**src/core/code_ctrl_map.vh**
```
// Register indices, field positions, reset values and counts
`ifndef CODE_CTRL_MAP_VH
`define CODE_CTRL_MAP_VH

// Register indices (byte address is four times the index)
`define IDX_LINK_EVENT_STATUS  7'h18
`define IDX_LINK_EVENT_MASK    7'h19
`define IDX_CODE_CONTROL       7'h1F
`define IDX_RECEIVE_LINK_BYTE  7'h50
`define IDX_TRANSMIT_LINK_BYTE 7'h51
`define IDX_LINK_MATCH_ONE     7'h52
`define IDX_LINK_MATCH_TWO     7'h53

// Reset values
`define RST_BYTE               8'h00
`define RST_CODE_ALL_ONES      6'h3F

// Code control fields
`define CC_SEND_CODE           0
`define CC_FILTER_LOW          1
`define CC_FILTER_HIGH         2
`define CC_RX_RESET            3
`define CC_RX_ENABLE           4
`define CC_USED_MASK           8'h1F

// Link event status bits
`define EV_CODE_CHANGE         0
`define EV_LINK_MATCH          1
`define EV_TX_EMPTY            2
`define EV_RX_FULL             3
`define EV_ABORT               4
`define EV_CODE_CLEAR          5
`define EV_TX_CLK_LOSS         6
`define EV_ALARM_CI            7

// Link framing
`define FLAG_ONES              8'hFF
`define CODE_SEQ_LEN           5'd16
`define BYTE_LEN               5'd8
`define ABORT_ONES             4'd8
`define CLEAR_BITS             5'd30
`define CLK_LOSS_PERIODS       4'd15

// Filter counts for settings 00, 01, 10, 11
`define FILT_NONE              3'd1
`define FILT_THREE             3'd3
`define FILT_FIVE              3'd5
`define FILT_SEVEN             3'd7

`endif

```
**src/core/t1_code_controller.v**
```verilog
// T1 bit-oriented code generator, detector and data-link event flags
`timescale 1ns/1ps
`include "code_ctrl_map.vh"

//
// Overview of operation
// - Code send and detection work only while T1 mode is selected.
// - Transmitted code comes from bits 0 to 5 of transmit link byte.
// - Send-code bit set starts code sequence at once; repeats while set.
// - Generator inserts the all-ones abort flag by itself.
// - Receive-code enable makes receive link byte report codes.
// - Enabling detection presets the six code bits to all ones.
// - New valid code sets code change event.
// - Filter field needs none, three, five or seven equal codes.
// - Rising edge of receive reset bit resets the detector.
// - Bits 6 and 7 of receive link byte are zero in code mode.
// - Receive byte equal to either match pattern sets match event.
// - Transmit byte taken into the shifter sets empty event.
// - Eight consecutive received ones set abort event.
// - Thirty link bits without abort set code clear event.
// - No tx clock edge for 15 scaled periods sets loss event.
// - Alarm-CI detection sets its event in T1 mode only.
// - Transmit link byte goes out a byte at a time, LSB first.
// - Mask bit 1 lets its event reach the interrupt.
module t1_code_controller #(
    parameter SCALED_DIV = 13
)(
    // Clock and reset
    input  wire       ref_clk,
    input  wire       nrst,
    // Wishbone slave
    input  wire       cyc_i,
    input  wire       stb_i,
    input  wire       we_i,
    input  wire [8:0] adr_i,
    input  wire [3:0] sel_i,
    input  wire [31:0] dat_i,
    output reg  [31:0] dat_o,
    output reg        ack_o,
    // Mode and pins
    input  wire       t1ModePin,
    input  wire       txClockPin,
    // Transmit data link
    input  wire       txBitStb,
    output reg        txLinkBit,
    // Receive data link
    input  wire       rxBitStb,
    input  wire       rxBitIn,
    input  wire       aisCiDetect,
    // Interrupt
    output reg        intOut
);

////////////////////////////////////////////////////////////////////////////
// Functions
function [2:0] filterNeed;
    input [1:0] sel;
    begin
        case (sel)
            2'b00:   filterNeed = `FILT_NONE;
            2'b01:   filterNeed = `FILT_THREE;
            2'b10:   filterNeed = `FILT_FIVE;
            default: filterNeed = `FILT_SEVEN;
        endcase
    end
endfunction

////////////////////////////////////////////////////////////////////////////
// Declarations
reg  [7:0]  status_r;
reg  [7:0]  mask_r;
reg  [7:0]  control_r;
reg  [7:0]  txByte_r;
reg  [7:0]  match1_r;
reg  [7:0]  match2_r;
reg  [7:0]  rxByte_r;
reg  [5:0]  rxCode_r;
reg  [5:0]  candCode_r;
reg  [2:0]  candCnt_r;
reg  [15:0] rxShift_r;
reg  [2:0]  rxBits_r;
reg  [3:0]  onesCnt_r;
reg  [4:0]  clearCnt_r;
reg  [15:0] txShift_r;
reg  [4:0]  txLeft_r;
reg         txCodeMode_r;
reg         rstPrev_r;
reg         enPrev_r;
reg  [2:0]  modeSync_r;
reg         t1Mode_r;
reg  [2:0]  clkSync_r;
reg         clkLevel_r;
reg  [7:0]  divCnt_r;
reg  [3:0]  lossCnt_r;
reg  [7:0]  events;
reg  [7:0]  readClr;
wire [6:0]  regIdx    = adr_i[8:2];
wire        busReq    = cyc_i & stb_i & ~ack_o;
wire        busWr     = busReq & we_i & sel_i[0];
wire        busRd     = busReq & ~we_i;
wire        codeEn    = control_r[`CC_RX_ENABLE] & t1Mode_r;
wire        sendReq   = control_r[`CC_SEND_CODE] & t1Mode_r;
wire        rxResetEdge = control_r[`CC_RX_RESET] & ~rstPrev_r;
wire [15:0] rxWin     = {rxBitIn, rxShift_r[15:1]};
wire        codeSeen  = rxWin[7:0] == `FLAG_ONES && !rxWin[8] && !rxWin[15];
wire [5:0]  seenCode  = rxWin[14:9];
wire [7:0]  rxAsm     = rxWin[15:8];
wire [7:0]  rxView    = codeEn ? {2'b00, rxCode_r} : rxByte_r;
wire        clkEdge   = (clkSync_r[2] == clkSync_r[1]) &&
                        (clkSync_r[1] != clkLevel_r);
wire        scaledTick = divCnt_r == SCALED_DIV - 1;
wire        txReload  = txLeft_r == 5'd0 || (sendReq != txCodeMode_r);

////////////////////////////////////////////////////////////////////////////
// Pin synchronisers: a change counts once second and third stages agree
always @(posedge ref_clk or negedge nrst)
begin
    if (!nrst)
    begin
        modeSync_r <= 3'h0;
        t1Mode_r   <= 1'b0;
        clkSync_r  <= 3'h0;
        clkLevel_r <= 1'b0;
    end
    else
    begin
        modeSync_r <= {modeSync_r[1:0], t1ModePin};
        clkSync_r  <= {clkSync_r[1:0], txClockPin};
        if (modeSync_r[2] == modeSync_r[1])
            t1Mode_r <= modeSync_r[1];
        if (clkSync_r[2] == clkSync_r[1])
            clkLevel_r <= clkSync_r[1];
    end
end

////////////////////////////////////////////////////////////////////////////
// Wishbone slave: one wait-free answer, unmapped reads return zero
always @(posedge ref_clk or negedge nrst)
begin
    if (!nrst)
    begin
        ack_o     <= 1'b0;
        dat_o     <= 32'h0000_0000;
        mask_r    <= `RST_BYTE;
        control_r <= `RST_BYTE;
        txByte_r  <= `RST_BYTE;
        match1_r  <= `RST_BYTE;
        match2_r  <= `RST_BYTE;
    end
    else
    begin
        ack_o <= busReq;
        if (busRd)
        begin
            case (regIdx)
                `IDX_LINK_EVENT_STATUS:  dat_o <= {24'h0, status_r};
                `IDX_LINK_EVENT_MASK:    dat_o <= {24'h0, mask_r};
                `IDX_CODE_CONTROL:       dat_o <= {24'h0, control_r};
                `IDX_RECEIVE_LINK_BYTE:  dat_o <= {24'h0, rxView};
                `IDX_TRANSMIT_LINK_BYTE: dat_o <= {24'h0, txByte_r};
                `IDX_LINK_MATCH_ONE:     dat_o <= {24'h0, match1_r};
                `IDX_LINK_MATCH_TWO:     dat_o <= {24'h0, match2_r};
                default:                 dat_o <= 32'h0000_0000;
            endcase
        end
        if (busWr)
        begin
            case (regIdx)
                `IDX_LINK_EVENT_MASK:    mask_r    <= dat_i[7:0];
                `IDX_CODE_CONTROL:
                    control_r <= dat_i[7:0] & `CC_USED_MASK;
                `IDX_TRANSMIT_LINK_BYTE: txByte_r  <= dat_i[7:0];
                `IDX_LINK_MATCH_ONE:     match1_r  <= dat_i[7:0];
                `IDX_LINK_MATCH_TWO:     match2_r  <= dat_i[7:0];
                default:                 mask_r    <= mask_r;
            endcase
        end
    end
end

////////////////////////////////////////////////////////////////////////////
// Transmit: code sequence or link byte, LSB first
always @(posedge ref_clk or negedge nrst)
begin
    if (!nrst)
    begin
        txShift_r    <= 16'h0000;
        txLeft_r     <= 5'd0;
        txCodeMode_r <= 1'b0;
        txLinkBit    <= 1'b1;
    end
    else if (txBitStb)
    begin
        if (txReload)
        begin
            txCodeMode_r <= sendReq;
            if (sendReq)
            begin
                // Flag of ones, zero, code, zero
                txLinkBit <= 1'b1;
                txShift_r <= {1'b0, 1'b0, txByte_r[5:0], 1'b0,
                              7'h7F};
                txLeft_r  <= `CODE_SEQ_LEN - 5'd1;
            end
            else
            begin
                txLinkBit <= txByte_r[0];
                txShift_r <= {9'h000, txByte_r[7:1]};
                txLeft_r  <= `BYTE_LEN - 5'd1;
            end
        end
        else
        begin
            txLinkBit <= txShift_r[0];
            txShift_r <= {1'b0, txShift_r[15:1]};
            txLeft_r  <= txLeft_r - 5'd1;
        end
    end
end

////////////////////////////////////////////////////////////////////////////
// Receive: byte assembly, code filter, abort and clear counting
always @(posedge ref_clk or negedge nrst)
begin
    if (!nrst)
    begin
        rxShift_r  <= 16'h0000;
        rxBits_r   <= 3'd0;
        rxByte_r   <= `RST_BYTE;
        rxCode_r   <= `RST_CODE_ALL_ONES;
        candCode_r <= `RST_CODE_ALL_ONES;
        candCnt_r  <= 3'd0;
        onesCnt_r  <= 4'd0;
        clearCnt_r <= 5'd0;
        rstPrev_r  <= 1'b0;
        enPrev_r   <= 1'b0;
    end
    else
    begin
        rstPrev_r <= control_r[`CC_RX_RESET];
        enPrev_r  <= codeEn;
        if (rxResetEdge || (codeEn && !enPrev_r))
        begin
            rxCode_r   <= `RST_CODE_ALL_ONES;
            candCode_r <= `RST_CODE_ALL_ONES;
            candCnt_r  <= 3'd0;
            rxShift_r  <= 16'h0000;
        end
        else if (rxBitStb)
        begin
            rxShift_r <= rxWin;
            rxBits_r  <= rxBits_r + 3'd1;
            if (rxBits_r == 3'd7 && !codeEn)
                rxByte_r <= rxWin[15:8];
            if (codeEn && codeSeen)
            begin
                if (seenCode != candCode_r)
                begin
                    candCode_r <= seenCode;
                    candCnt_r  <= 3'd1;
                    if (filterNeed(control_r[2:1]) == 3'd1)
                        rxCode_r <= seenCode;
                end
                else if (candCnt_r < 3'd7)
                begin
                    candCnt_r <= candCnt_r + 3'd1;
                    if (candCnt_r + 3'd1 >= filterNeed(control_r[2:1]))
                        rxCode_r <= seenCode;
                end
            end
            if (rxBitIn)
                onesCnt_r <= (onesCnt_r == `ABORT_ONES) ?
                             `ABORT_ONES : onesCnt_r + 4'd1;
            else
                onesCnt_r <= 4'd0;
            if (rxBitIn && onesCnt_r == `ABORT_ONES - 4'd1)
                clearCnt_r <= 5'd0;
            else if (clearCnt_r != `CLEAR_BITS)
                clearCnt_r <= clearCnt_r + 5'd1;
        end
    end
end

////////////////////////////////////////////////////////////////////////////
// Transmit clock watchdog on the scaled master clock
always @(posedge ref_clk or negedge nrst)
begin
    if (!nrst)
    begin
        divCnt_r  <= 8'd0;
        lossCnt_r <= 4'd0;
    end
    else
    begin
        divCnt_r <= scaledTick ? 8'd0 : divCnt_r + 8'd1;
        if (clkEdge)
            lossCnt_r <= 4'd0;
        else if (scaledTick && lossCnt_r != `CLK_LOSS_PERIODS)
            lossCnt_r <= lossCnt_r + 4'd1;
    end
end

////////////////////////////////////////////////////////////////////////////
// Event detection
always @*
begin
    events = 8'h00;
    events[`EV_CODE_CHANGE] = rxBitStb && codeEn && codeSeen &&
        seenCode != rxCode_r &&
        ((seenCode != candCode_r && filterNeed(control_r[2:1]) == 3'd1) ||
         (seenCode == candCode_r && candCnt_r < 3'd7 &&
          candCnt_r + 3'd1 >= filterNeed(control_r[2:1])));
    events[`EV_LINK_MATCH] = rxBitStb && rxBits_r == 3'd7 && !codeEn &&
        (rxAsm == match1_r || rxAsm == match2_r);
    events[`EV_TX_EMPTY] = txBitStb && txReload && !sendReq;
    events[`EV_RX_FULL] = rxBitStb && rxBits_r == 3'd7 && !codeEn;
    events[`EV_ABORT] = rxBitStb && rxBitIn &&
        onesCnt_r == `ABORT_ONES - 4'd1;
    events[`EV_CODE_CLEAR] = rxBitStb && clearCnt_r == `CLEAR_BITS - 5'd1 &&
        !(rxBitIn && onesCnt_r == `ABORT_ONES - 4'd1);
    events[`EV_TX_CLK_LOSS] = scaledTick && !clkEdge &&
        lossCnt_r == `CLK_LOSS_PERIODS - 4'd1;
    events[`EV_ALARM_CI] = aisCiDetect && t1Mode_r;
end

always @*
begin
    readClr = 8'h00;
    if (busRd && regIdx == `IDX_LINK_EVENT_STATUS)
        readClr = status_r;
end

////////////////////////////////////////////////////////////////////////////
// Sticky status, cleared by read; a new event wins over the clear
always @(posedge ref_clk or negedge nrst)
begin
    if (!nrst)
    begin
        status_r <= `RST_BYTE;
        intOut   <= 1'b0;
    end
    else
    begin
        status_r <= (status_r & ~readClr) | events;
        intOut   <= |(((status_r & ~readClr) | events) & mask_r);
    end
end

endmodule
```
**config.mk**
```make
export PLATFORM = sky130hd
export DESIGN_NAME = t1_code_controller
export DESIGN_NICKNAME = d
export VERILOG_FILES = /design/src/core/t1_code_controller.v
export VERILOG_INCLUDE_DIRS = /design/src /design/src/core
export SDC_FILE = /design/constraint.sdc
export NUM_CORES = 1
export LEC_CHECK = 0
export ABC_CLOCK_PERIOD_IN_PS = 2900
export BUFFER_PORTS_ARGS = -buffer_cell sky130_fd_sc_hd__buf_4
export CAP_MARGIN = 30
export CORE_MARGIN = 1.5
export CORE_UTILIZATION = 55
export DETAILED_ROUTE_END_ITERATION = 8
export GPL_ROUTABILITY_DRIVEN = 0
export PLACE_DENSITY = 0.76
export RECOVER_POWER = 25
export SLEW_MARGIN = 20
export SYNTH_ARGS = -nofsm -noshare
export SYNTH_HDL_FRONTEND = slang
export SYNTH_SLANG_ARGS = --single-unit
```
**constraint.sdc**
```tcl
create_clock -name ref_clk -period 2.9 [get_ports ref_clk]
set_input_delay 0.58 -clock ref_clk [delete_from_list [all_inputs] [get_ports ref_clk]]
set_output_delay 0.58 -clock ref_clk [all_outputs]
set_load 0.03 [all_outputs]
```
==> results of run 1 <==
-- registers in the layout (all words and copies together) (netlist names), 3 cells and up --
signal,flops
candCnt_r,3
candCode_r,6
clearCnt_r,5
clkSync_r,3
control_r,5
dat_o,8
divCnt_r,8
lossCnt_r,4
mask_r,8
match1_r,8
match2_r,8
modeSync_r,3
onesCnt_r,4
rxBits_r,3
rxByte_r,8
rxCode_r,6
rxShift_r,15
status_r,8
txByte_r,8
txLeft_r,5
txShift_r,14
-- routing by layer --
metal  global-route usage, %  part of all wire, %  wire [microns]  vias up
li1                        -                    -               -     2550
met2                    39.1                   49            8320      194
met1                    32.8                   42            7140     2792
met3                    4.63                  6.0            1030       39
met4                    13.0                  3.6             609        0
met5                       0                    0               0        -
-- cells in the mapped netlist, types with 7 or more instances --
master and instances:
and3_1 8, buf_4 27, dfrtp_1 135, ha_1 16
clkbuf_1 10, buf_2 17, xnor2_1 28, and2_1 7
nand4_1 8, a32oi_1 11, nor2_1 62, o21ai_0 25
inv_1 24, mux2i_1 22, dfstp_2 13, xor2_1 7
mux2_1 14, a21oi_1 21, nand2_1 57, mux2_2 43
nand3_1 28, a22o_1 10
-- cell families (layout without fill, tap and decap cells) --
family                   count (synthesis)  count (layout)  share of synthesized area, %
flip-flops                             148             148                          47.9
AND/OR/NAND/NOR                        216             216                          14.4
AO/OA/AOI/OAI                          118             118                          10.5
other                                    1              24                        0.0482
multiplexers                            88              88                          13.4
XOR/XNOR                                39              39                          5.07
buffers and inverters                   84             104                          5.92
adder cells (fa/ha/maj)                 18              18                          2.83
-- cell type report --
cell class              count  area share, %
repair buffers             47           4.20
clock buffers              28           6.10
flip-flops and latches    148           43.1
well taps                 180           2.61
clock inverters             4          0.261
inverters                  25           1.09
multi-input cells         503           42.6
-- final timing paths --
| kind | from | endpoint | slack [ns] | cells after the start |
|---|---|---|---|---|
| setup / recovery | candCnt_r[0] | rxCode_r[5] | 0.60 | 7 |
| hold / removal | txClockPin | clkSync_r[0] | 0.28 | 1 |
| setup reg to reg | candCnt_r[0] | rxCode_r[5] | 0.60 | 7 |
| hold reg to reg | modeSync_r[0] | modeSync_r[1] | 0.36 | 0 |
| max in group asynchronous | nrst | candCode_r[3] | 1.03 | 2 |
| min in group asynchronous | nrst | txShift_r[5] | 0.62 | 1 |
-- worst reg2reg max path, stage by stage, from the launching register on --
cell	delay (ns)
dfrtp_1	0.45
ha_1	0.36
ha_1	0.31
nor2b_1	0.13
o21ai_0	0.20
a211oi_2	0.14
o31ai_2	0.49
a32oi_1	0.12
-- cell usage in the layout (no fill, tap or decap), types with 5 or more instances in the layout --
master and instances:
o21ai_1 6, conb_1 24, a22o_1 10, xnor2_1 28, dfrtp_1 135, xor2_1 7
buf_4 43, a21oi_1 21, mux2i_1 22, nor3_1 5, clkbuf_16 17, and2_1 7
and3_1 8, nand2_1 57, a32oi_1 11, o21ai_0 25, clkbuf_1 5, mux2_1 14
inv_1 24, nand4_1 8, clkbuf_8 6, nor2_1 62, dfstp_2 13, nand2b_1 6
ha_1 16, mux2_2 43, o31ai_1 6, nand3_1 28, mux4_2 6
-- power breakdown --
part | total, uW | internal (uW) | switching [uW]
combinational | 1220 | 600 | 624
sequential | 2850 | 2480 | 365
clock | 2020 | 1230 | 794
total | 6090 | 4310 | 1780
-- through the flow --
step | utilization, % | instances
finish | 62.4 | 935
global route | 62.4 | 935
CTS | 62.5 | 935
detailed placement | 58.5 | 903
global placement | 58.5 | 903
floorplan | - | 735
==> impl_metrics.tcl, run 1 <==
set metrics [dict create \
    dieArea_sq_um 14900 \
    timing.hold.ws_ns 0.278 \
    via_per_inst 5.96 \
    regArea_sq_um 3720 \
    fmax_mhz 435 \
    synth_seq_cells 148 \
    pre_cts_slack_ns 0.620 \
    antenna_left 0 \
    totalWireLength_microns 17100 \
    syn-mean-instance-area_sq_um 10.9 \
    cts_setup_buffers 0 \
    timing.slew.headroom_pct -17.0 \
    grt_pass1_wl_microns 27800 \
    skew_ns 0.00748 \
    p_per_area_nw_per_um2 705 \
    setup_viol 0 \
    multi_input_area_sq_um 3680 \
    start_util_pct 56.2 \
    grt_remaining_overflow 0 \
    dp.final_hpwl_microns 12300 \
    port_buffers 37 \
    yosysSeqAreaShare_pct 47.9 \
    cpMostUsedCell "ha_1" \
    crit_chain "ha_1 > ha_1 > nor2b_1 > o21ai_0 > a211oi_2 > o31ai_2 > a32oi_1" \
    synthCells 712 \
    vias 5575 \
    hold_viol_final 0 \
    wire_per_inst_microns 18.3 \
    place_area_sq_um 8090 \
    die_y_microns 122 \
    postCtsHoldBufs 0 \
    clkLatencyLatePin_ns 0.43 \
    status "complete, but fails checks" \
    slew_violations 68 \
    peakVddDrop_mv 0.514 \
    synth_edf_count 0 \
    fin_ws_ns 0.599 \
    grt_usage_pct 24.9 \
    cts_tree "done" \
    ios 91 \
    critPathSlowestCell "o31ai_2" \
    synth-main-ff-cell "dfrtp_1" \
    worstHoldPathType "input pin to flop" \
    critPathBufInv 0 \
    htree_levels 4 \
    yosysTopAreaCellShare_pct 43.5 \
    syn_to_final_growth_pct 11.0 \
    period_share_pct 79.4 \
    critPathKind "flop to flop" \
    crit_arrival_ns 2.63 \
    cp_max_fo 7 \
    numCtsBuffers 17 \
    die_x_microns 122 \
    cts_sinks 148 \
    crit_path_start_kind "flop" \
    cts.path.max_buffers 2 \
    violations "capacitance limit, slew limit" \
    synth_top_cell_by_area "dfrtp_1" \
    fp.coreArea_sq_um 13800 \
    tns_ns 0 \
    p_total_uw 6090 \
    drv_cap 1 \
    fin_area_sq_um 8630 \
    path_delay_family "compound AO/OA/AOI/OAI gates" \
    period_needed_ns 2.30 \
    drtPass1Iterations 6 \
    rsz0062_at_grt "false" \
    cts_resized 0 \
    clock-root-buffer "clkbuf_16" \
    drtIter0Drc 501 \
    synthArstFlopShare_pct 100 \
    final_layout_size_suffix_gt1_share_pct 21.3 \
    yosysWarnings 0 \
    fin_nets 814 \
    worst_slew_pin_slew_ns 1.76 \
    grt_max_degree 69 \
    end_kind "flop" \
    leakage_uw 0.00400 \
    path_clk_slew_ns 0.06 \
    cp.required_ns 3.22 \
    route.detailed.drc 0 \
    yosysUniqueCellTypes 82 \
    row_count 43 \
    slowest_delay_ns 0.49 \
    netlist_area_sq_um 7770 \
    num-fill-cells 1090 \
    synth.area.top_cells "dfrtp_1 43%, mux2_2 6.2%, dfstp_2 4.4%, xnor2_1 3.2%, nor2_1 3.0%" \
    grt_pass1_vias 5368 \
    antenna_found_initial 0 \
    n_antenna_cell 0 \
]
No activity file was read; power rests on OpenSTA's default activity.
==> run 2, diff against run 1 <==
--- a/config.mk
+++ b/config.mk
@@ -6,7 +6,7 @@
 export SDC_FILE = /design/constraint.sdc
 export NUM_CORES = 1
 export LEC_CHECK = 0
-export ABC_CLOCK_PERIOD_IN_PS = 2900
+export ABC_CLOCK_PERIOD_IN_PS = 2380
 export BUFFER_PORTS_ARGS = -buffer_cell sky130_fd_sc_hd__buf_4
 export CAP_MARGIN = 30
 export CORE_MARGIN = 1.5
==> constraint.sdc (replaced) <==
create_clock -name ref_clk -period 2.38 [get_ports ref_clk]
set_input_delay 0.476 -clock ref_clk [delete_from_list [all_inputs] [get_ports ref_clk]]
set_output_delay 0.476 -clock ref_clk [all_outputs]
set_load 0.03 [all_outputs]
==> run 2 against run 1 <==
The flow now finishes without violations. Global-route usage rose by 1.3 points. Count of clock-buffer cells in the layout fell by 6. Core utilization rose by 1.7 points. Sequential power rose by 19%. Setup slack got worse by 0.42 ns. Cell area rose by 2.7%. Maximum frequency rose by 4.3%. Combinational power rose by 31%. Total power rose by 34%. Sequential share of layout area fell by 1.1 points. Register-to-register slack got worse by 0.42 ns. Critical path depth did not move. Critical path type unchanged. Critical endpoint is now rxCode_r[0]. Highest routed layer unchanged.
==> impl_metrics.tcl, run 2 (synthesized netlist as in run 1, its figures left out) <==
set metrics [dict create \
    via_per_inst 5.92 \
    final_cells 945 \
    slowest_delay_ns 0.47 \
    p_comb_share_pct 19.6 \
    place_inst 913 \
    clkLatencyLatePin_ns 0.42 \
    period_share_pct 92.7 \
    skew_ns 0.00711 \
    vias 5593 \
    wire_per_inst_microns 18.7 \
    worstHoldPathType "input pin to flop" \
    largest_registers "rxShift_r (15), txShift_r (14)" \
    peakVddDrop_mv 0.702 \
    htree_levels 4 \
    port_buffers 37 \
    largest_reg_flops 15 \
    timing.hold.ws_ns 0.191 \
    swShare_pct 27.3 \
    numCtsBuffers 17 \
    clock-root-buffer "clkbuf_16" \
    grt_remaining_overflow 0 \
    fp.coreArea_sq_um 13800 \
    final_layout_size_suffix_gt1_share_pct 22.5 \
    end_kind "flop" \
    critPathKind "flop to flop" \
    switchingPower_uw 2220 \
    critPathBufInv 0 \
    path_delay_family "compound AO/OA/AOI/OAI gates" \
    drv_cap 0 \
    grt_pass1_vias 5813 \
    syn_to_final_growth_pct 14.1 \
    rsz0062_at_grt "false" \
    timing.slew.headroom_pct 12.6 \
    ios 91 \
    most-common-layout-cells "135 x dfrtp_1, 62 x nor2_1, 57 x nand2_1" \
    start_util_pct 56.2 \
    route.detailed.drc 0 \
    grt_usage_pct 26.2 \
    critPathSlowestCell "o31ai_2" \
    fin_util_pct 64.1 \
    antenna_found_initial 0 \
    setup_viol 0 \
    totalWireLength_microns 17700 \
    crit_chain "ha_1 > ha_1 > nor2b_1 > o21ai_0 > a211oi_2 > o31ai_2 > a32oi_1" \
    dieArea_sq_um 14900 \
    crit_arrival_ns 2.53 \
    regMostFlops "rxShift_r" \
    internal_power_uw 5920 \
    cpMostUsedCell "ha_1" \
    die_x_microns 122 \
    cts_resized 0 \
    hold_viol_final 0 \
    cp_max_fo 7 \
    fmax_mhz 453 \
    grt_max_degree 51 \
    die_y_microns 122 \
    layout_commonest_cell "dfrtp_1" \
    sequentialPowerShare_pct 41.8 \
    cts_tree "done" \
    multi_input_area_sq_um 3680 \
    period_needed_ns 2.21 \
    path_clk_slew_ns 0.06 \
    status "completed" \
    cts_setup_buffers 0 \
    row_count 43 \
    fin_nets 824 \
    crit_path_start_kind "flop" \
    num-fill-cells 1061 \
    n_antenna_cell 0 \
    postCtsHoldBufs 0 \
    leakage_uw 0.00412 \
    dp.final_hpwl_microns 12400 \
    tns_ns 0 \
    regArea_sq_um 3720 \
    cp.required_ns 2.70 \
    cts.path.max_buffers 2 \
    worst_slew_pin_slew_ns 1.31 \
    pwr-share-clk_pct 38.6 \
    cts_sinks 148 \
    slew_violations 0 \
    grt_pass1_wl_microns 29600 \
    drtIter0Drc 350 \
    p_per_area_nw_per_um2 918 \
    drtPass1Iterations 5 \
    antenna_left 0 \
]
## run 2: changes by cell type in the layout (fill, tap and decap cells not counted)
cell	before	now
clkbuf_4	2	1
clkinvlp_4	1	0
buf_4	43	51
clkbuf_1	5	4
bufinv_16	0	7
buf_12	1	3
clkbuf_8	6	2
## run 2: path summary, 6_finish.rpt
check                                   start       endpoint  depth (start not counted)  slack, ns
worst min-delay path                t1ModePin  modeSync_r[0]                          1       0.19
min in group asynchronous                nrst   txShift_r[9]                          1       0.33
max in group asynchronous                nrst         intOut                          2       1.11
worst max register to register   candCnt_r[0]    rxCode_r[0]                          7       0.17
worst max-delay path             candCnt_r[0]    rxCode_r[0]                          7       0.17
worst min register to register  modeSync_r[0]  modeSync_r[1]                          0       0.36
## run 2: power groups by stage
| stage | Sequential [uW] | Combinational (uW) | Clock, uW |
|---|---|---|---|
| 4_1_cts | 3400 | 1610 | 3180 |
| 6_report | 3400 | 1600 | 3140 |
| 2_1_floorplan | 3330 | 1250 | 0 |
| 5_1_grt | 3470 | 1780 | 3280 |
| 3_3_place_gp | 3400 | 1520 | 0 |
| 3_5_place_dp | 3430 | 1590 | 0 |
## run 2: through the flow
step / setup slack (ns) / total power, uW / area [sq um]
after floorplan: 0.320 / 4570 / 7860
after global placement: 0.212 / 4920 / 8190
after detailed placement: 0.181 / 5020 / 8190
after CTS: 0.171 / 8180 / 8880
after global routing: 0.0591 / 8530 / 8870
final: 0.174 / 8140 / 8870
## run 2: area by class of cell
cell class | count | area share (%)
clock buffers | 22 | 5.23
clock inverters | 10 | 2.54
inverters | 25 | 1.06
multi-input cells | 503 | 41.5
flip-flops and latches | 148 | 42.0
well taps | 180 | 2.54
repair buffers | 57 | 5.18
## run 2: worst register-to-register path: stages (launching register included)
cell	delay [ns]
dfrtp_1	0.44
ha_1	0.34
ha_1	0.29
nor2b_1	0.12
o21ai_0	0.19
a211oi_2	0.14
o31ai_2	0.47
a32oi_1	0.11
## run 2: layer usage
metal / wire length, microns / vias up / global-route usage [%] / share of wire, %
met5: 0 / - / 0 / 0
met4: 716 / 0 / 12.4 / 4.0
met3: 1110 / 52 / 6.41 / 6.3
met2: 8520 / 214 / 42.3 / 48
met1: 7340 / 2766 / 33.1 / 42
li1: - / 2561 / - / -
==> run 3, diff against run 2 <==
--- a/config.mk
+++ b/config.mk
@@ -6,13 +6,14 @@
 export SDC_FILE = /design/constraint.sdc
 export NUM_CORES = 1
 export LEC_CHECK = 0
-export ABC_CLOCK_PERIOD_IN_PS = 2380
+export ABC_CLOCK_PERIOD_IN_PS = 2640
 export BUFFER_PORTS_ARGS = -buffer_cell sky130_fd_sc_hd__buf_4
 export CAP_MARGIN = 30
-export CORE_MARGIN = 1.5
+export CORE_MARGIN = 2
 export CORE_UTILIZATION = 55
 export DETAILED_ROUTE_END_ITERATION = 8
 export GPL_ROUTABILITY_DRIVEN = 0
+export HOLD_SLACK_MARGIN = 0.03
 export PLACE_DENSITY = 0.76
 export RECOVER_POWER = 25
 export SLEW_MARGIN = 20
==> constraint.sdc (replaced) <==
create_clock -name ref_clk -period 2.64 [get_ports ref_clk]
set_input_delay 0.528 -clock ref_clk [delete_from_list [all_inputs] [get_ports ref_clk]]
set_output_delay 0.528 -clock ref_clk [all_outputs]
set_load 0.03 [all_outputs]
==> run 3 against run 2 <==
The run now ends with capacitance limit, slew limit left. Core utilization fell by 1.0 points. Cell area decreased by 1.6%. Setup slack improved by 0.20 ns. Sequential power is 8.2% lower. Total power down 13%. Critical endpoint is now txShift_r[0]. Highest routed layer unchanged.
==> impl_metrics.tcl, run 3 (synthesized netlist as in run 1, its figures left out) <==
set metrics [dict create \
    reg2reg_from "txLeft_r[0]" \
    tns_ns 0 \
    fmax_mhz 441 \
    p_per_area_nw_per_um2 808 \
    worstHoldPathType "input pin to flop" \
    ios 91 \
    period_share_pct 86.0 \
    critPathKind "flop to flop" \
    leakage_uw 0.00405 \
    period_needed_ns 2.27 \
    clkLatencyLatePin_ns 0.43 \
    crit_chain "inv_1 > ha_1 > nor4b_1 > a21oi_2 > buf_4 > buf_4 > nand2_1 > o21ai_0 > mux2_2" \
    crit_start "txLeft_r[0]" \
    slew_violations 76 \
    antenna_found_initial 0 \
    multi_input_area_sq_um 3680 \
    largest_registers "rxShift_r (15), txShift_r (14)" \
    path_clk_slew_ns 0.06 \
    hp-start "txClockPin" \
    skew_ns 0.00953 \
    cts.path.max_buffers 2 \
    r2r_end "txShift_r[0]" \
    dieArea_sq_um 15100 \
    fin_nets 817 \
    regMostFlops "rxShift_r" \
    setup.worst_path.end "txShift_r[0]" \
    largest_reg_flops 15 \
    fin_ws_ns 0.371 \
    die_y_microns 123 \
    status "complete, but fails checks" \
    timing.slew.headroom_pct -29.1 \
    cpMostUsedCell "buf_4" \
    critPathSlowestCell "nor4b_1" \
    cts_tree "done" \
    route.detailed.drc 0 \
    num-fill-cells 1035 \
    cts_sinks 148 \
    final_layout_size_suffix_gt1_share_pct 21.9 \
    place_area_sq_um 8110 \
    drtPass1Iterations 4 \
    row_count 43 \
    place_inst 906 \
    grt_remaining_overflow 0 \
    grt_max_degree 77 \
    drv_cap 1 \
    fp.coreArea_sq_um 13800 \
    end_kind "flop" \
    worst_slew_pin_slew_ns 1.94 \
    reg2reg_depth 9 \
    htree_levels 4 \
    syn_to_final_growth_pct 12.3 \
    port_buffers 37 \
    antenna_left 0 \
    violations "capacitance limit, slew limit" \
    numCtsBuffers 17 \
    n_antenna_cell 0 \
    crit_path_start_kind "flop" \
    rsz0062_at_grt "false" \
    grt_usage_pct 24.9 \
    start_util_pct 56.2 \
    regArea_sq_um 3720 \
    setup_viol 0 \
    reg2reg_slack_ns 0.37 \
    grt_pass1_wl_microns 28400 \
    totalWireLength_microns 17100 \
    pre_cts_slack_ns 0.418 \
    crit_cells 9 \
    postCtsHoldBufs 0 \
    cp_max_fo 24 \
    critPathBufInv 3 \
    via_per_inst 5.82 \
    crit_arrival_ns 2.58 \
    path_delay_family "buffers and inverters" \
    most-common-layout-cells "135 x dfrtp_1, 62 x nor2_1, 57 x nand2_1" \
    die_x_microns 123 \
    cts_setup_buffers 0 \
    drtIter0Drc 428 \
    cts_resized 0 \
    grt_pass1_vias 5526 \
    layout_commonest_cell "dfrtp_1" \
    wire_per_inst_microns 18.3 \
    peakVddDrop_mv 0.623 \
    clock-root-buffer "clkbuf_16" \
    hold_viol_final 0 \
    cp.required_ns 2.95 \
    vias 5456 \
    final_cells 938 \
    fin_area_sq_um 8730 \
    dp.final_hpwl_microns 12300 \
    slowest_delay_ns 0.44 \
]
run 3: final cells by class:
class                      count  area share (%)
timing repair buffer          50            4.42
sequential                   148            42.6
tap                          180            2.58
multi-input combinational    503            42.2
clock inverter                12            2.15
clock buffer                  20            5.00
inverter                      25            1.08
run 3: worst register-to-register path: cells and delay by family (launching register included):
kind / cells / cell delay (ns)
buf+inv: 3 / 0.52
flops: 1 / 0.41
mux: 1 / 0.28
fa+ha+maj: 1 / 0.16
simple gates: 2 / 0.51
compound gates: 2 / 0.27
run 3: per-stage QoR:
step / utilization (%) / hold slack [ns] / total power [uW]
finish: 63.1 / 0.226 / 7050
global route: 63.1 / 0.208 / 7420
CTS: 63.2 / 0.140 / 7090
detailed placement: 58.7 / 0.336 / 4500
global placement: 58.7 / 0.333 / 4390
floorplan: - / 0.232 / 4120
run 3: worst min-delay path by stage:
stage | end | slack [ns] | cells after the start
floorplan | ack_o | 0.23 | 0
global placement | clkSync_r[1] | 0.33 | 0
detailed placement | clkSync_r[1] | 0.34 | 0
CTS | txShift_r[5] | 0.14 | 1
global route | modeSync_r[0] | 0.21 | 1
finish | clkSync_r[0] | 0.23 | 1
run 3: power breakdown:
part           total, uW  switching [uW]  internal, uW  leakage [uW]
Combinational       1360             693           670       0.00186
Sequential          3120             392          2730       0.00188
Clock               2570             906          1660      0.000307
Total               7050            1990          5060       0.00405
run 3: metal layers:
layer | vias to the layer above | global-route usage [%] | share of wire, %
met2 | 158 | 39.9 | 49
met1 | 2726 | 32.5 | 43
met5 | - | 0 | 0
met4 | 0 | 9.48 | 2.6
met3 | 31 | 6.41 | 5.2
li1 | 2541 | - | -
